File: src/urf_consts.svh
// Purpose: Offsets, field positions and reset values of the receive flag block.
// Assumes: Included by the package and by the design module.
// Notes:   Byte addresses on APB, one aligned 32-bit word per register.
`ifndef URF_CONSTS_SVH
`define URF_CONSTS_SVH

`define URF_ADDR_W      12
`define URF_OFF_DATA    12'h000
`define URF_OFF_STATUS  12'h004
`define URF_OFF_MASK    12'h008
`define URF_OFF_CTRL    12'h00c
`define URF_OFF_ABAUD   12'h010

`define URF_FLAGS_W     6
`define URF_BIT_OVER    0
`define URF_BIT_ABDONE  1
`define URF_BIT_ABTO    2
`define URF_BIT_ADDR    3
`define URF_BIT_PAR     4
`define URF_BIT_FRM     5

`define URF_CTRL_PAR_EN 0
`define URF_CTRL_PAR_OD 1
`define URF_CTRL_RS485  2
`define URF_CTRL_ABR_GO 3
`define URF_CTRL_ADR_EN 15
`define URF_CTRL_DIV_LO 16
`define URF_CTRL_DIV_HI 31

`define URF_DIV_RESET   16'h0010
`define URF_MASK_RESET  6'h00
`define URF_DATA_BITS   8
`define URF_NINTH_IDX   8

`endif

File: src/urf_pkg.sv
// Purpose: Types shared by the receive flag block.
// Assumes: urf_consts.svh on the include path.
// Notes:   Constants live in the header, types here.
`default_nettype none
`include "urf_consts.svh"

package urf_pkg;

  typedef enum logic [1:0] {
    ST_IDLE,
    ST_START,
    ST_BITS,
    ST_STOP
  } urf_state_type;

  typedef struct packed {
    logic                      ninth;
    logic [`URF_DATA_BITS-1:0] data;
  } urf_char_type;

  typedef struct packed {
    logic        addr_en;
    logic        rs485;
    logic        par_odd;
    logic        par_en;
    logic [15:0] div;
  } urf_ctrl_type;

endpackage : urf_pkg

`default_nettype wire

File: src/urf_rx_flags.sv
// Purpose: UART receiver with sticky error and event flags, FIFO and autobaud, on APB.
// Assumes: rx_pin is asynchronous; APB master per the usual two-phase protocol.
// Notes:   Zero wait states; unmapped addresses answer with pslverr.
//
// The register addresses and the APB interface to the registers were chosen for this implementation.
`default_nettype none
`include "urf_consts.svh"

// Operation
// Stop bit sampled low after last data or parity bit sets framing flag.
// Parity bit disagreeing with configured parity sets parity flag.
// In RS-485 mode a word with ninth bit one sets address flag.
// Address flag only set with RS-485 mode and address detect enable.
// Autobaud counter overflow while measuring sets autobaud timeout flag.
// Autobaud measurement finishing sets autobaud done flag.
// Byte arriving while 16-deep FIFO is full sets overflow flag.
// Byte arriving while single-byte buffer is occupied sets overflow flag.
// Flags are read-only, sticky, cleared exactly where software writes one.
// Written zeros leave flags alone; a set event beats a same-cycle clear.
module urf_rx_flags
  import urf_pkg::*;
#(
  parameter int RX_DEPTH  = 16,
  parameter int ABR_CNT_W = 16
) (
  input  wire logic                   pclk,
  input  wire logic                   presetn,
  input  wire logic                   psel,
  input  wire logic                   penable,
  input  wire logic                   pwrite,
  input  wire logic [`URF_ADDR_W-1:0] paddr,
  input  wire logic [31:0]            pwdata,
  output logic      [31:0]            prdata,
  output logic                        pready,
  output logic                        pslverr,
  input  wire logic                   rx_pin,
  output logic                        irq
);

  localparam int PTR_W = (RX_DEPTH > 1) ? $clog2(RX_DEPTH) : 1;
  localparam int CNT_W = $clog2(RX_DEPTH + 1);
  localparam logic [PTR_W-1:0] PTR_LAST = PTR_W'(RX_DEPTH - 1);
  localparam logic [CNT_W-1:0] CNT_FULL = CNT_W'(RX_DEPTH);

  logic                     rx_meta_q;
  logic                     rx_s_q;
  urf_ctrl_type             ctrl_q;
  logic [`URF_FLAGS_W-1:0]  flags_q;
  logic [`URF_FLAGS_W-1:0]  mask_q;
  logic [`URF_FLAGS_W-1:0]  ev;
  logic [`URF_FLAGS_W-1:0]  clr;
  urf_state_type            state_q;
  logic [15:0]              tick_q;
  logic [3:0]               idx_q;
  logic [3:0]               last_idx;
  logic [`URF_NINTH_IDX:0]  shift_q;
  logic                     done;
  logic                     par_bad;
  urf_char_type             mem_q [RX_DEPTH];
  logic [PTR_W-1:0]         wptr_q;
  logic [PTR_W-1:0]         rptr_q;
  logic [CNT_W-1:0]         count_q;
  logic                     full;
  logic                     empty;
  logic                     push;
  logic                     pop;
  logic                     abr_run_q;
  logic                     abr_meas_q;
  logic [ABR_CNT_W-1:0]     abr_cnt_q;
  logic [ABR_CNT_W-1:0]     abr_res_q;
  logic                     abr_done;
  logic                     abr_tout;
  logic                     setup;
  logic                     wr_acc;
  logic                     rd_acc;
  logic                     hit;
  logic [31:0]              rd_mux;

  // APB decode; reads are latched in the setup cycle so prdata comes from flops
  assign setup  = psel & ~penable;
  assign wr_acc = psel & penable & pwrite & ~pslverr;
  assign rd_acc = psel & penable & ~pwrite & ~pslverr;
  assign pready = 1'b1;
  assign hit    = (paddr == `URF_OFF_DATA) | (paddr == `URF_OFF_STATUS) |
                  (paddr == `URF_OFF_MASK) | (paddr == `URF_OFF_CTRL) |
                  (paddr == `URF_OFF_ABAUD);

  always_comb begin
    rd_mux = '0;
    case (paddr)
      `URF_OFF_DATA:   rd_mux = {23'h000000, mem_q[rptr_q]};
      `URF_OFF_STATUS: rd_mux = {26'h0000000, flags_q};
      `URF_OFF_MASK:   rd_mux = {26'h0000000, mask_q};
      `URF_OFF_CTRL: begin
        rd_mux[`URF_CTRL_DIV_HI:`URF_CTRL_DIV_LO] = ctrl_q.div;
        rd_mux[`URF_CTRL_ADR_EN] = ctrl_q.addr_en;
        rd_mux[`URF_CTRL_ABR_GO] = abr_run_q;
        rd_mux[`URF_CTRL_RS485]  = ctrl_q.rs485;
        rd_mux[`URF_CTRL_PAR_OD] = ctrl_q.par_odd;
        rd_mux[`URF_CTRL_PAR_EN] = ctrl_q.par_en;
      end
      `URF_OFF_ABAUD:  rd_mux = 32'(abr_res_q);
      default:         rd_mux = '0;
    endcase
  end

  always_ff @(posedge pclk or negedge presetn) begin
    if (!presetn) begin
      prdata  <= '0;
      pslverr <= 1'b0;
    end else if (setup) begin
      prdata  <= pwrite ? '0 : (empty && paddr == `URF_OFF_DATA ? '0 : rd_mux);
      pslverr <= ~hit;
    end
  end

  // Control and mask registers
  // Autobaud go is not stored here; it only starts a run
  always_ff @(posedge pclk or negedge presetn) begin
    if (!presetn) begin
      ctrl_q     <= '0;
      ctrl_q.div <= `URF_DIV_RESET;
      mask_q     <= `URF_MASK_RESET;
    end else if (wr_acc) begin
      if (paddr == `URF_OFF_CTRL) begin
        ctrl_q.div     <= pwdata[`URF_CTRL_DIV_HI:`URF_CTRL_DIV_LO];
        ctrl_q.addr_en <= pwdata[`URF_CTRL_ADR_EN];
        ctrl_q.rs485   <= pwdata[`URF_CTRL_RS485];
        ctrl_q.par_odd <= pwdata[`URF_CTRL_PAR_OD];
        ctrl_q.par_en  <= pwdata[`URF_CTRL_PAR_EN];
      end
      if (paddr == `URF_OFF_MASK) begin
        mask_q <= pwdata[`URF_FLAGS_W-1:0];
      end
    end
  end

  // Two-flop synchroniser on the serial input
  // Reset to the idle level so no false start follows reset
  always_ff @(posedge pclk or negedge presetn) begin
    if (!presetn) begin
      rx_meta_q <= 1'b1;
      rx_s_q    <= 1'b1;
    end else begin
      rx_meta_q <= rx_pin;
      rx_s_q    <= rx_meta_q;
    end
  end

  // One extra bit after the data: ninth bit in RS-485 mode, else parity if enabled
  assign last_idx = (ctrl_q.rs485 | ctrl_q.par_en) ? 4'(`URF_NINTH_IDX) :
                                                     4'(`URF_NINTH_IDX - 1);
  assign done     = (state_q == ST_STOP) && (tick_q == '0);
  assign par_bad  = ((^shift_q[`URF_DATA_BITS-1:0]) ^ shift_q[`URF_NINTH_IDX]) !=
                    ctrl_q.par_odd;

  // Receiver is held idle while autobaud measures, so one edge is not seen twice
  always_ff @(posedge pclk or negedge presetn) begin
    if (!presetn) begin
      state_q <= ST_IDLE;
      tick_q  <= '0;
      idx_q   <= '0;
      shift_q <= '0;
    end else begin
      case (state_q)
        ST_IDLE: begin
          if (!abr_run_q && !rx_s_q) begin
            state_q <= ST_START;
            tick_q  <= ctrl_q.div >> 1;
          end
        end
        ST_START: begin
          if (tick_q != '0) begin
            tick_q <= tick_q - 16'h0001;
          end else if (!rx_s_q) begin
            state_q <= ST_BITS;
            tick_q  <= ctrl_q.div - 16'h0001;
            idx_q   <= '0;
            shift_q <= '0;
          end else begin
            // Line back high at mid start: a glitch, not a frame
            state_q <= ST_IDLE;
          end
        end
        ST_BITS: begin
          if (tick_q != '0) begin
            tick_q <= tick_q - 16'h0001;
          end else begin
            shift_q[idx_q] <= rx_s_q;
            tick_q         <= ctrl_q.div - 16'h0001;
            idx_q          <= idx_q + 4'h1;
            if (idx_q == last_idx) begin
              state_q <= ST_STOP;
            end
          end
        end
        ST_STOP: begin
          if (tick_q != '0) begin
            tick_q <= tick_q - 16'h0001;
          end else begin
            state_q <= ST_IDLE;
          end
        end
        default: state_q <= ST_IDLE;
      endcase
    end
  end

  // Receive FIFO; the incoming byte is dropped on overflow, the stored ones kept
  // A pop in the same cycle frees a slot, so a full FIFO still takes the byte
  assign full  = (count_q == CNT_FULL);
  assign empty = (count_q == '0);
  assign pop   = rd_acc && (paddr == `URF_OFF_DATA) && !empty;
  assign push  = done && (!full || pop);

  always_ff @(posedge pclk or negedge presetn) begin
    if (!presetn) begin
      wptr_q  <= '0;
      rptr_q  <= '0;
      count_q <= '0;
    end else begin
      if (push) begin
        wptr_q <= (wptr_q == PTR_LAST) ? '0 : wptr_q + PTR_W'(1);
      end
      if (pop) begin
        rptr_q <= (rptr_q == PTR_LAST) ? '0 : rptr_q + PTR_W'(1);
      end
      if (push && !pop) begin
        count_q <= count_q + CNT_W'(1);
      end else if (pop && !push) begin
        count_q <= count_q - CNT_W'(1);
      end
    end
  end

  // Storage needs no reset; only entries behind the write pointer are read
  always_ff @(posedge pclk) begin
    if (push) begin
      mem_q[wptr_q] <= {shift_q[`URF_NINTH_IDX] & ctrl_q.rs485,
                        shift_q[`URF_DATA_BITS-1:0]};
    end
  end

  // Autobaud: measure the low time of the first start bit in pclk cycles
  // Timeout fires at all ones, one count before the counter would wrap
  assign abr_done = abr_meas_q && rx_s_q;
  assign abr_tout = abr_meas_q && !rx_s_q && (&abr_cnt_q);

  always_ff @(posedge pclk or negedge presetn) begin
    if (!presetn) begin
      abr_run_q  <= 1'b0;
      abr_meas_q <= 1'b0;
      abr_cnt_q  <= '0;
      abr_res_q  <= '0;
    end else begin
      if (abr_done) begin
        abr_res_q  <= abr_cnt_q;
        abr_run_q  <= 1'b0;
        abr_meas_q <= 1'b0;
      end else if (abr_tout) begin
        abr_run_q  <= 1'b0;
        abr_meas_q <= 1'b0;
      end else if (abr_meas_q) begin
        abr_cnt_q <= abr_cnt_q + ABR_CNT_W'(1);
      end else if (abr_run_q && !rx_s_q && state_q == ST_IDLE) begin
        abr_meas_q <= 1'b1;
        abr_cnt_q  <= ABR_CNT_W'(1);
      end else if (wr_acc && paddr == `URF_OFF_CTRL && pwdata[`URF_CTRL_ABR_GO]) begin
        abr_run_q <= 1'b1;
      end
    end
  end

  // Flag events
  // Parity is not checked in RS-485 mode; the extra bit is the address mark
  always_comb begin
    ev                  = '0;
    ev[`URF_BIT_FRM]    = done && !rx_s_q;
    ev[`URF_BIT_PAR]    = done && ctrl_q.par_en && !ctrl_q.rs485 && par_bad;
    ev[`URF_BIT_ADDR]   = done && ctrl_q.rs485 && ctrl_q.addr_en &&
                          shift_q[`URF_NINTH_IDX];
    ev[`URF_BIT_ABTO]   = abr_tout;
    ev[`URF_BIT_ABDONE] = abr_done;
    ev[`URF_BIT_OVER]   = done && full && !pop;                         // see R7
  end

  assign clr = (wr_acc && paddr == `URF_OFF_STATUS) ? pwdata[`URF_FLAGS_W-1:0] : '0;

  // Set wins over a clear in the same cycle so no event is lost
  always_ff @(posedge pclk or negedge presetn) begin
    if (!presetn) begin
      flags_q <= '0;
    end else begin
      flags_q <= (flags_q & ~clr) | ev; // see R9
    end
  end

  // Level output; drops as soon as software clears or masks the flag
  assign irq = |(flags_q & mask_q);

endmodule : urf_rx_flags

`default_nettype wire

File: config.mk
export PLATFORM = sky130hd
export DESIGN_NAME = urf_rx_flags
export DESIGN_NICKNAME = d
export VERILOG_FILES = /design/src/urf_pkg.sv /design/src/urf_rx_flags.sv
export VERILOG_INCLUDE_DIRS = /design/src
export SDC_FILE = /design/constraint.sdc
export NUM_CORES = 1
export LEC_CHECK = 0
export BUFFER_PORTS_ARGS = -buffer_cell sky130_fd_sc_hd__clkbuf_2
export CORE_MARGIN = 1
export CORE_UTILIZATION = 61
export CTS_BUF_LIST = sky130_fd_sc_hd__clkbuf_16
export CTS_CLUSTER_DIAMETER = 50
export DETAILED_ROUTE_END_ITERATION = 16
export PLACE_DENSITY_LB_ADDON = 0.3
export SLEW_MARGIN = 25
export SYNTH_ARGS = -nofsm -noshare
export SYNTH_HDL_FRONTEND = slang
export SYNTH_SLANG_ARGS = --single-unit
export TNS_END_PERCENT = 50
File: constraint.sdc
create_clock -name pclk -period 3.7 [get_ports pclk]
set_clock_uncertainty 0.15 [all_clocks]
set_input_delay 0.555 -clock pclk [delete_from_list [all_inputs] [get_ports pclk]]
set_output_delay 0.555 -clock pclk [all_outputs]
set_load 0.01 [all_outputs]
# == After elaboration in Yosys (flattened, before gate mapping) ==
# Memory sizes are Yosys's and may differ from the RTL's.
# Index checks and enable logic that the tools add are counted.
# op_classes
addsub,8
n_eq_ne,22
mux,48
bitwise,23
magnitude_cmp,2
n_reduce_logical,53
# op_table
cell,n
2-to-1 mux 16 bit,7
2-to-1 mux 32 bit,2
case mux 16 bit (4 select lines),1
case mux 11 bit (4 select lines),1
case mux 17 bit (2 select lines),1
subtractor 16 x 1 -> 16 bit (second input constant),2
2-to-1 mux 9 bit,3
logical AND 1 bit,26
equality test 12 x 4 -> 1 bit (second input constant),2
2-to-1 mux 4 bit,6
case mux 4 bit (5 select lines),1
case mux 9 bit (2 select lines),1
adder 16 x 1 -> 16 bit (second input constant),1
zero test 16 bit,1
AND reduction 16 bit,1
nonzero test 16 bit,1
adder 4 x 1 -> 4 bit (second input constant),3
bitwise AND 6 bit,2
equality test 12 x 3 -> 1 bit (second input constant),1
equality test 12 x 5 -> 1 bit (second input constant),1
zero test 12 bit,1
2-to-1 mux 1 bit,12
2-to-1 mux 2 bit,6
!= test 2 bit (second input constant),6
other kinds (37),67
# totals
in_bits,50
ff_bits,145
memories,1
out_inout_bits,35
ram_bits,144
elab_cells,179
# mem_list
name,words,word_bits,read_ports,rd_ports_with_merged_regs,wr,line_no,text
mem_q,16,9,1,0,1,urf_rx_flags.sv:59,urf_char_type mem_q [RX_DEPTH];

# == Depth between registers and ports, before layout ==
# Gate-level depths: netlist of the first run.
# depth
ltp_word,11
depth_mapped,16
depth_no_buf,14

# == Worst setup path after synthesis of the first run ==
# OpenSTA, ideal clock, no wires.
# synth_path
kind,flip-flop to flip-flop
start,register tick_q[4]
end,register count_q[4]
period_less_slack_ns,3.424
path_stages_with_launch,16
t_arrival_ns,3.149
t_required_ns,3.425
setup_slack_ns,0.276
setup_ns,0.125
cell_sequence,dfrtp_1 -> buf_2 -> nor4_4 -> and4_1 -> buf_2 -> nand2_1 -> nor2b_2 -> buf_2 -> ha_1 -> inv_1 -> fa_1 -> a21o_1 -> a21oi_1 -> xnor2_1 -> nor2_1 -> xor2_1
# synth_via
elab_chain_len,6
elab_cells_between_ends,8
classes_between,1 x mux; 7 x reduce/logical
# synth_rtl
item,line_no,text
"start, declared",urf_rx_flags.sv:53,logic [15:0] tick_q;
"start signal, assigned",urf_rx_flags.sv:169,tick_q <= ctrl_q.div >> 1;
"start signal, assigned",urf_rx_flags.sv:174,tick_q <= tick_q - 16'h0001;
"start signal, assigned",urf_rx_flags.sv:177,tick_q <= ctrl_q.div - 16'h0001;
zero test 16 bit *,urf_rx_flags.sv:153,assign done = (state_q == ST_STOP) && (tick_q == '0);
logical AND 1 bit *,urf_rx_flags.sv:153,
logical AND 1 bit *,urf_rx_flags.sv:214,assign push = done && (!full || pop);
named net push,urf_rx_flags.sv:65,logic push;
zero test 1 bit,urf_rx_flags.sv:230,end else if (pop && !push) begin
logical AND 1 bit,urf_rx_flags.sv:230,
nonzero test 2 bit (no line),-,
"end signal, assigned",urf_rx_flags.sv:229,count_q <= count_q + CNT_W'(1);
"end signal, assigned",urf_rx_flags.sv:231,count_q <= count_q - CNT_W'(1);
"end, declared",urf_rx_flags.sv:62,logic [CNT_W-1:0] count_q;
# The timed path passes the listed nets; every way through them passes the cells marked *.
# A chain may end at the register's enable or synchronous reset.

# == Worst setup path after layout of the first run ==
# layout_path
start,register tick_q[0]
end,register count_q[4]
# layout_via
elab_chain_len,6
elab_cells_between_ends,8
classes_between,1 x mux; 7 x reduce/logical
# layout_rtl
item,line_no
zero test 16 bit *,urf_rx_flags.sv:153
logical AND 1 bit *,urf_rx_flags.sv:153
logical AND 1 bit *,urf_rx_flags.sv:214
zero test 1 bit,urf_rx_flags.sv:230
logical AND 1 bit,urf_rx_flags.sv:230
nonzero test 2 bit (no line),-
# Every way passes the cells marked *; elsewhere a longest branch is shown, timed or not.

==> results of run 1 <==
final cells by class:
type,instances,share of cell area (%)
Tap cell,275,2.296
Clock inverter,27,1.169
Multi-Input combinational cell,632,33.55
Timing Repair Buffer,95,3.932
Inverter,31,0.7764
Clock buffer,31,5.176
Sequential cell,289,53.10
routing by layer:
| metal | global-route usage (%) | up-vias | wire, um |
|---|---|---|---|
| met4 | 8.788 | 0 | 895 |
| li1 | - | 3941 | - |
| met5 | 0 | - | 0 |
| met2 | 42.62 | 392 | 14080 |
| met1 | 41.38 | 4477 | 12900 |
| met3 | 4.697 | 63 | 2481 |
through the flow:
step / std cells / instance area (sq um) / util [%] / total power [mW]
floorplan: 1008 / 13390 / - / 4.738
detailed placement: 1320 / 14020 / 65.84 / 5.015
CTS: 1380 / 14990 / 70.41 / 7.876
finish: 1380 / 14990 / 70.41 / 7.868
global route: 1380 / 14990 / 70.41 / 8.174
global placement: 1320 / 14020 / 65.84 / 4.978
cells in the mapped netlist, types with 19 or more instances:
cell type,instances,share of area [%]
nand2_1,92,2.6
a21oi_1,28,1.0
edfxtp_1,144,32
nor2_1,45,1.3
nand3_1,20,0.75
a22o_1,38,2.5
clkbuf_1,32,0.90
inv_1,31,0.87
o31ai_1,19,1.1
o21ai_0,46,1.7
ha_1,22,2.1
xor2_1,22,1.4
dfrtp_1,142,27
xnor2_1,23,1.5
mux4_2,43,7.2
mux2_2,43,3.6
worst paths after layout:
path | from | endpoint | slack [ps] | cells after the start
hold / removal | pwdata[27] | ctrl_q[11] | 50 | 3
setup / recovery | tick_q[0] | count_q[4] | 120 | 14
min in group asynchronous | presetn | prdata[20] | 400 | 2
hold reg to reg | rx_meta_q | rx_s_q | 210 | 0
max in group asynchronous | presetn | tick_q[12] | 2210 | 3
setup reg to reg | tick_q[0] | count_q[4] | 120 | 14
logic make-up (layout without fill, tap and decap cells):
group / Yosys count / in the layout / synth area share, %
AOI/OAI and AO/OA: 200 / 200 / 10.29
other: 1 / 1 / 0.02801
adders and majority gates: 23 / 23 / 2.205
buffers and inverters: 87 / 184 / 3.018
and+or+nand+nor: 269 / 269 / 10.59
muxes: 93 / 93 / 11.38
DFF: 289 / 289 / 59.42
xor gates and xnor gates: 46 / 46 / 3.065
state kept, by name (all words and copies together) (netlist names), 4 cells and up, named ones only:
name,flops
abr_cnt_q,16
abr_res_q,16
count_q,5
ctrl_q,20
flags_q,6
idx_q,4
mask_q,6
mem_q,144
prdata,32
rptr_q,4
shift_q,9
tick_q,16
wptr_q,4
worst reg2reg max path, stage by stage (launching register included):
cell and delay, ps:
dfrtp_1 440, inv_1 150, ha_1 190, nor4b_1 360
and4_1 310, nand2_1 190, nor2b_2 200, ha_1 190
inv_1 100, fa_1 410, a21o_1 180, a21oi_1 210
xnor2_1 140, nor2_1 70, xor2_1 150
power groups by stage:
stage,Sequential (mW),Combinational (mW),Clock [mW]
after global routing,3.69,1.46,3.02
final,3.68,1.33,2.86
after global placement,3.72,1.26,0
after detailed placement,3.73,1.29,0
after floorplan,3.66,1.08,0
after CTS,3.67,1.31,2.90
==> results.cfg, run 1 <==
[floorplan]
die_area_sq_um = 22550
ios = 85
coreArea_sq_um = 21290
initial_core_util_pct = 62.90
fp.dieW_um = 150.2
die_h_um = 150.2
rows = 53

[worst_setup_path]
cp-end-kind = flip-flop
critPathArrivalTime_ps = 3880
cp_slowest_cell = dfrtp_1
start_kind = flip-flop
cp_slowest_stage_delay_ps = 440
crit_type = reg2reg
worst-path-buf-inv = 2
crit_family = simple AND/OR/NAND/NOR gates
crit_chain = inv_1, ha_1, nor4b_1, and4_1, nand2_1, nor2b_2, ha_1, inv_1, fa_1, a21o_1, a21oi_1, xnor2_1, nor2_1, xor2_1
required_ps = 4000
path_max_fanout = 6

[sta]
layout_min_cycle_time_ps = 3577
hold_viol_final = 0
tns_ps = 0
max_freq_mhz = 279.5
holdWs_ps = 45.96
maxSlewViolCount = 0
timing.final.ws_setup_ps = 122.7
period_share_pct = 96.68
rsz0062_at_grt = false
maxSlewHeadroom_pct = 42.89
setup_viol = 0
worst_pin_slew_ps = 854.8

[placement]
hpwl_um = 20270
dp_slack_ps = 268.2
gp_congestion = 0.9059
io_buffers = 74

[synth]
avgSynthCellArea_sq_um = 13.28
synthesis.nets = 1081
ys_seq_area_share_pct = 59.42
synth-main-ff-cell = edfxtp_1
synth_cells = 1008
synth.distinct_cells = 74
yosys_warnings = 0
synth-seq-cells = 289
syn_area_sq_um = 13390
synth_edf_count = 144
synth-async-reset-ratio_pct = 50.17

[routing]
drc = 0
dr.pass1.iters = 6
viasPerCell = 6.430
num_vias = 8873
wl_um = 30360
drtIter0Drc = 679
detail-route-antenna-nets = 0
wl_per_cell_um = 22.00

[global_route]
grt_pass1_wl_um = 47590
antenna_found_initial = 0
overflow = 0
grt_max_degree = 68
track_usage_pct = 27.94
grt_pass1_vias = 8571

[clock_tree]
cts_tree = built
cts_resized = 0
htreeDepth = 1
post_cts_buffers = 0
numCtsBuffers = 31
numClockSinks = 289
hold_buffers = 2
cts_max_path_buffers = 3
cts.reportedPaths.clkPinSlew_ps = 60
clock_latency_ps = 570
root_buffer = clkbuf_16

[power_and_ir_drop]
p_sw_share_pct = 28.76
ir_worst_vdd_v = 0.0004112
p_comb_share_pct = 16.9
leakage_nw = 5.955
power_density_nw_per_um2 = 525.0
p_int_mw = 5.605
seqPwrFrac_pct = 46.7
power.share.clock_pct = 36.4
p_sw_mw = 2.263

[final_layout]
fin_nets = 1153
final-seq-area_sq_um = 7958
antenna_cells = 0
mostFrequentLayoutCells = edfxtp_1, dfrtp_1, nand2_1, clkbuf_2, o21ai_0
multi_input_area_sq_um = 5029
layout_commonest_cell = edfxtp_1
drive_above_1_share_pct = 22.62
syn_to_final_growth_pct = 11.93
n_fill_cell = 1375

[min_path]
holdCritPathClass = in2reg

[outcome]
outcome = complete, no violations

[run]
drv_cap = 0
Note: power is estimated with default switching activity, not from simulation.
==> inputs of run 2 (changes only) <==
--- a/config.mk
+++ b/config.mk
@@ -6,7 +6,7 @@
 export SDC_FILE = /design/constraint.sdc
 export NUM_CORES = 1
 export LEC_CHECK = 0
-export BUFFER_PORTS_ARGS = -buffer_cell sky130_fd_sc_hd__clkbuf_2
+export BUFFER_PORTS_ARGS = -buffer_cell sky130_fd_sc_hd__buf_2
 export CORE_MARGIN = 1
 export CORE_UTILIZATION = 61
 export CTS_BUF_LIST = sky130_fd_sc_hd__clkbuf_16
==> run 2 against run 1 <==
Clock power up 7%. Sequential cell count unchanged. Power is 2.4% higher. Critical endpoint unchanged. Worst hold slack better by 13 ps. Die area unchanged.
==> results.cfg, run 2 (same netlist as run 1, synthesis figures left out) <==
[sta]
tns_ps = 0
setup_viol = 0
rsz0062_at_grt = false
hold_viol_final = 0
max_freq_mhz = 300.8
maxSlewHeadroom_pct = 48.19
timing.final.ws_setup_ps = 375.4
maxSlewViolCount = 0
layout_min_cycle_time_ps = 3325
period_share_pct = 89.85
worst_pin_slew_ps = 775.5

[final_layout]
reg_top3 = mem_q (144), prdata (32), ctrl_q (20)
syn_to_final_growth_pct = 12.48
n_fill_cell = 1406
largest_reg_flops = 144
drive_above_1_share_pct = 22.99
final-seq-area_sq_um = 7958
layout_commonest_cell = edfxtp_1
mostFrequentLayoutCells = edfxtp_1, dfrtp_1, nand2_1, buf_2, o21ai_0
antenna_cells = 0
multi_input_area_sq_um = 5035
top_register = mem_q
fin_nets = 1157

[global_route]
track_usage_pct = 28.17
overflow = 0
grt_pass1_wl_um = 48040
grt_max_degree = 80
antenna_found_initial = 0
grt_pass1_vias = 8552

[clock_tree]
root_buffer = clkbuf_16
cts.reportedPaths.clkPinSlew_ps = 60
clock_latency_ps = 570
numCtsBuffers = 31
cts_tree = built
post_cts_buffers = 0
cts_max_path_buffers = 3
numClockSinks = 289
htreeDepth = 1

[routing]
viasPerCell = 6.451
wl_um = 30620
drc = 0
num_vias = 8928
wl_per_cell_um = 22.13
detail-route-antenna-nets = 0
dr.pass1.iters = 5
drtIter0Drc = 813

[worst_setup_path]
path_max_fanout = 6
required_ps = 3980
crit_family = simple AND/OR/NAND/NOR gates
crit_type = reg2reg
cp-end-kind = flip-flop
cp_slowest_cell = dfrtp_1
crit_chain = inv_1, ha_1, nor4b_2, and4_1, nand2_1, nor2b_2, ha_1, inv_1, fa_1, a21o_1, a21oi_1, xnor2_1, nor2_1, xor2_1
critPathArrivalTime_ps = 3610
worst-path-buf-inv = 2
cp_slowest_stage_delay_ps = 430
start_kind = flip-flop

[floorplan]
fp.dieW_um = 150.2
ios = 85
initial_core_util_pct = 62.90
rows = 53
coreArea_sq_um = 21290
die_h_um = 150.2
die_area_sq_um = 22550

[placement]
hpwl_um = 20240
io_buffers = 74
gp_congestion = 0.9189
dp_slack_ps = 236.5

[power_and_ir_drop]
total_power_mw = 8.057
power_density_nw_per_um2 = 535.0
leakage_nw = 6.002
ir_worst_vdd_v = 0.0004271

[min_path]
holdCritPathClass = in2reg

[run]
drv_cap = 0

[outcome]
outcome = complete, no violations
-- run 2: cell type report --
type                       count  area share, %
sequential                   289          52.84
multi-input combinational    632          33.43
clock buffer                  31          5.151
timing repair buffer          99          3.947
tap                          275          2.285
clock inverter                27          1.570
inverter                      31         0.7727
-- run 2: timing repair --
action,in CTS,in global routing
endpoints found under the setup margin,0,1
hold endpoints to repair,76,0
resized for setup,0,1
hold buffers,2,0
-- run 2: metrics by stage --
stage | cell area [sq um] | hold slack, ps | util (%) | std cells
after floorplan | 13390 | 109.4 | - | 1008
after global placement | 14020 | 196.0 | 65.87 | 1324
after detailed placement | 14020 | 198.7 | 65.87 | 1324
after CTS | 15050 | 42.70 | 70.72 | 1384
after global routing | 15060 | 65.57 | 70.75 | 1384
final | 15060 | 58.99 | 70.75 | 1384
-- run 2: path summary, 6_finish.rpt --
check	from	end	slack, ps	cells after the start
max	tick_q[0]	count_q[4]	380	14
max in group asynchronous	presetn	rx_meta_q	2070	3
min in group asynchronous	presetn	count_q[0]	450	2
min	pwdata[27]	ctrl_q[11]	60	3
max reg2reg	tick_q[0]	count_q[4]	380	14
min reg2reg	rx_meta_q	rx_s_q	210	0
-- run 2: metal layers --
| metal | vias up | track usage [%] | wire, um |
|---|---|---|---|
| li1 | 3955 | - | - |
| met1 | 4492 | 42.68 | 13260 |
| met2 | 418 | 41.92 | 13920 |
| met3 | 63 | 4.182 | 2404 |
| met4 | 0 | 9.697 | 1040 |
| met5 | - | 0 | 0 |
-- run 2: worst min-delay path, stage by stage --
cell and delay, ps:
buf_2 70, nand2_1 30, o21ai_0 60
-- run 2: report_power, final --
group / leakage (nW) / switching, mW / internal, mW / total, mW
Sequential: 3.27 / 0.195 / 3.48 / 3.68
Combinational: 2.23 / 0.805 / 0.526 / 1.33
Clock: 0.508 / 1.29 / 1.75 / 3.05
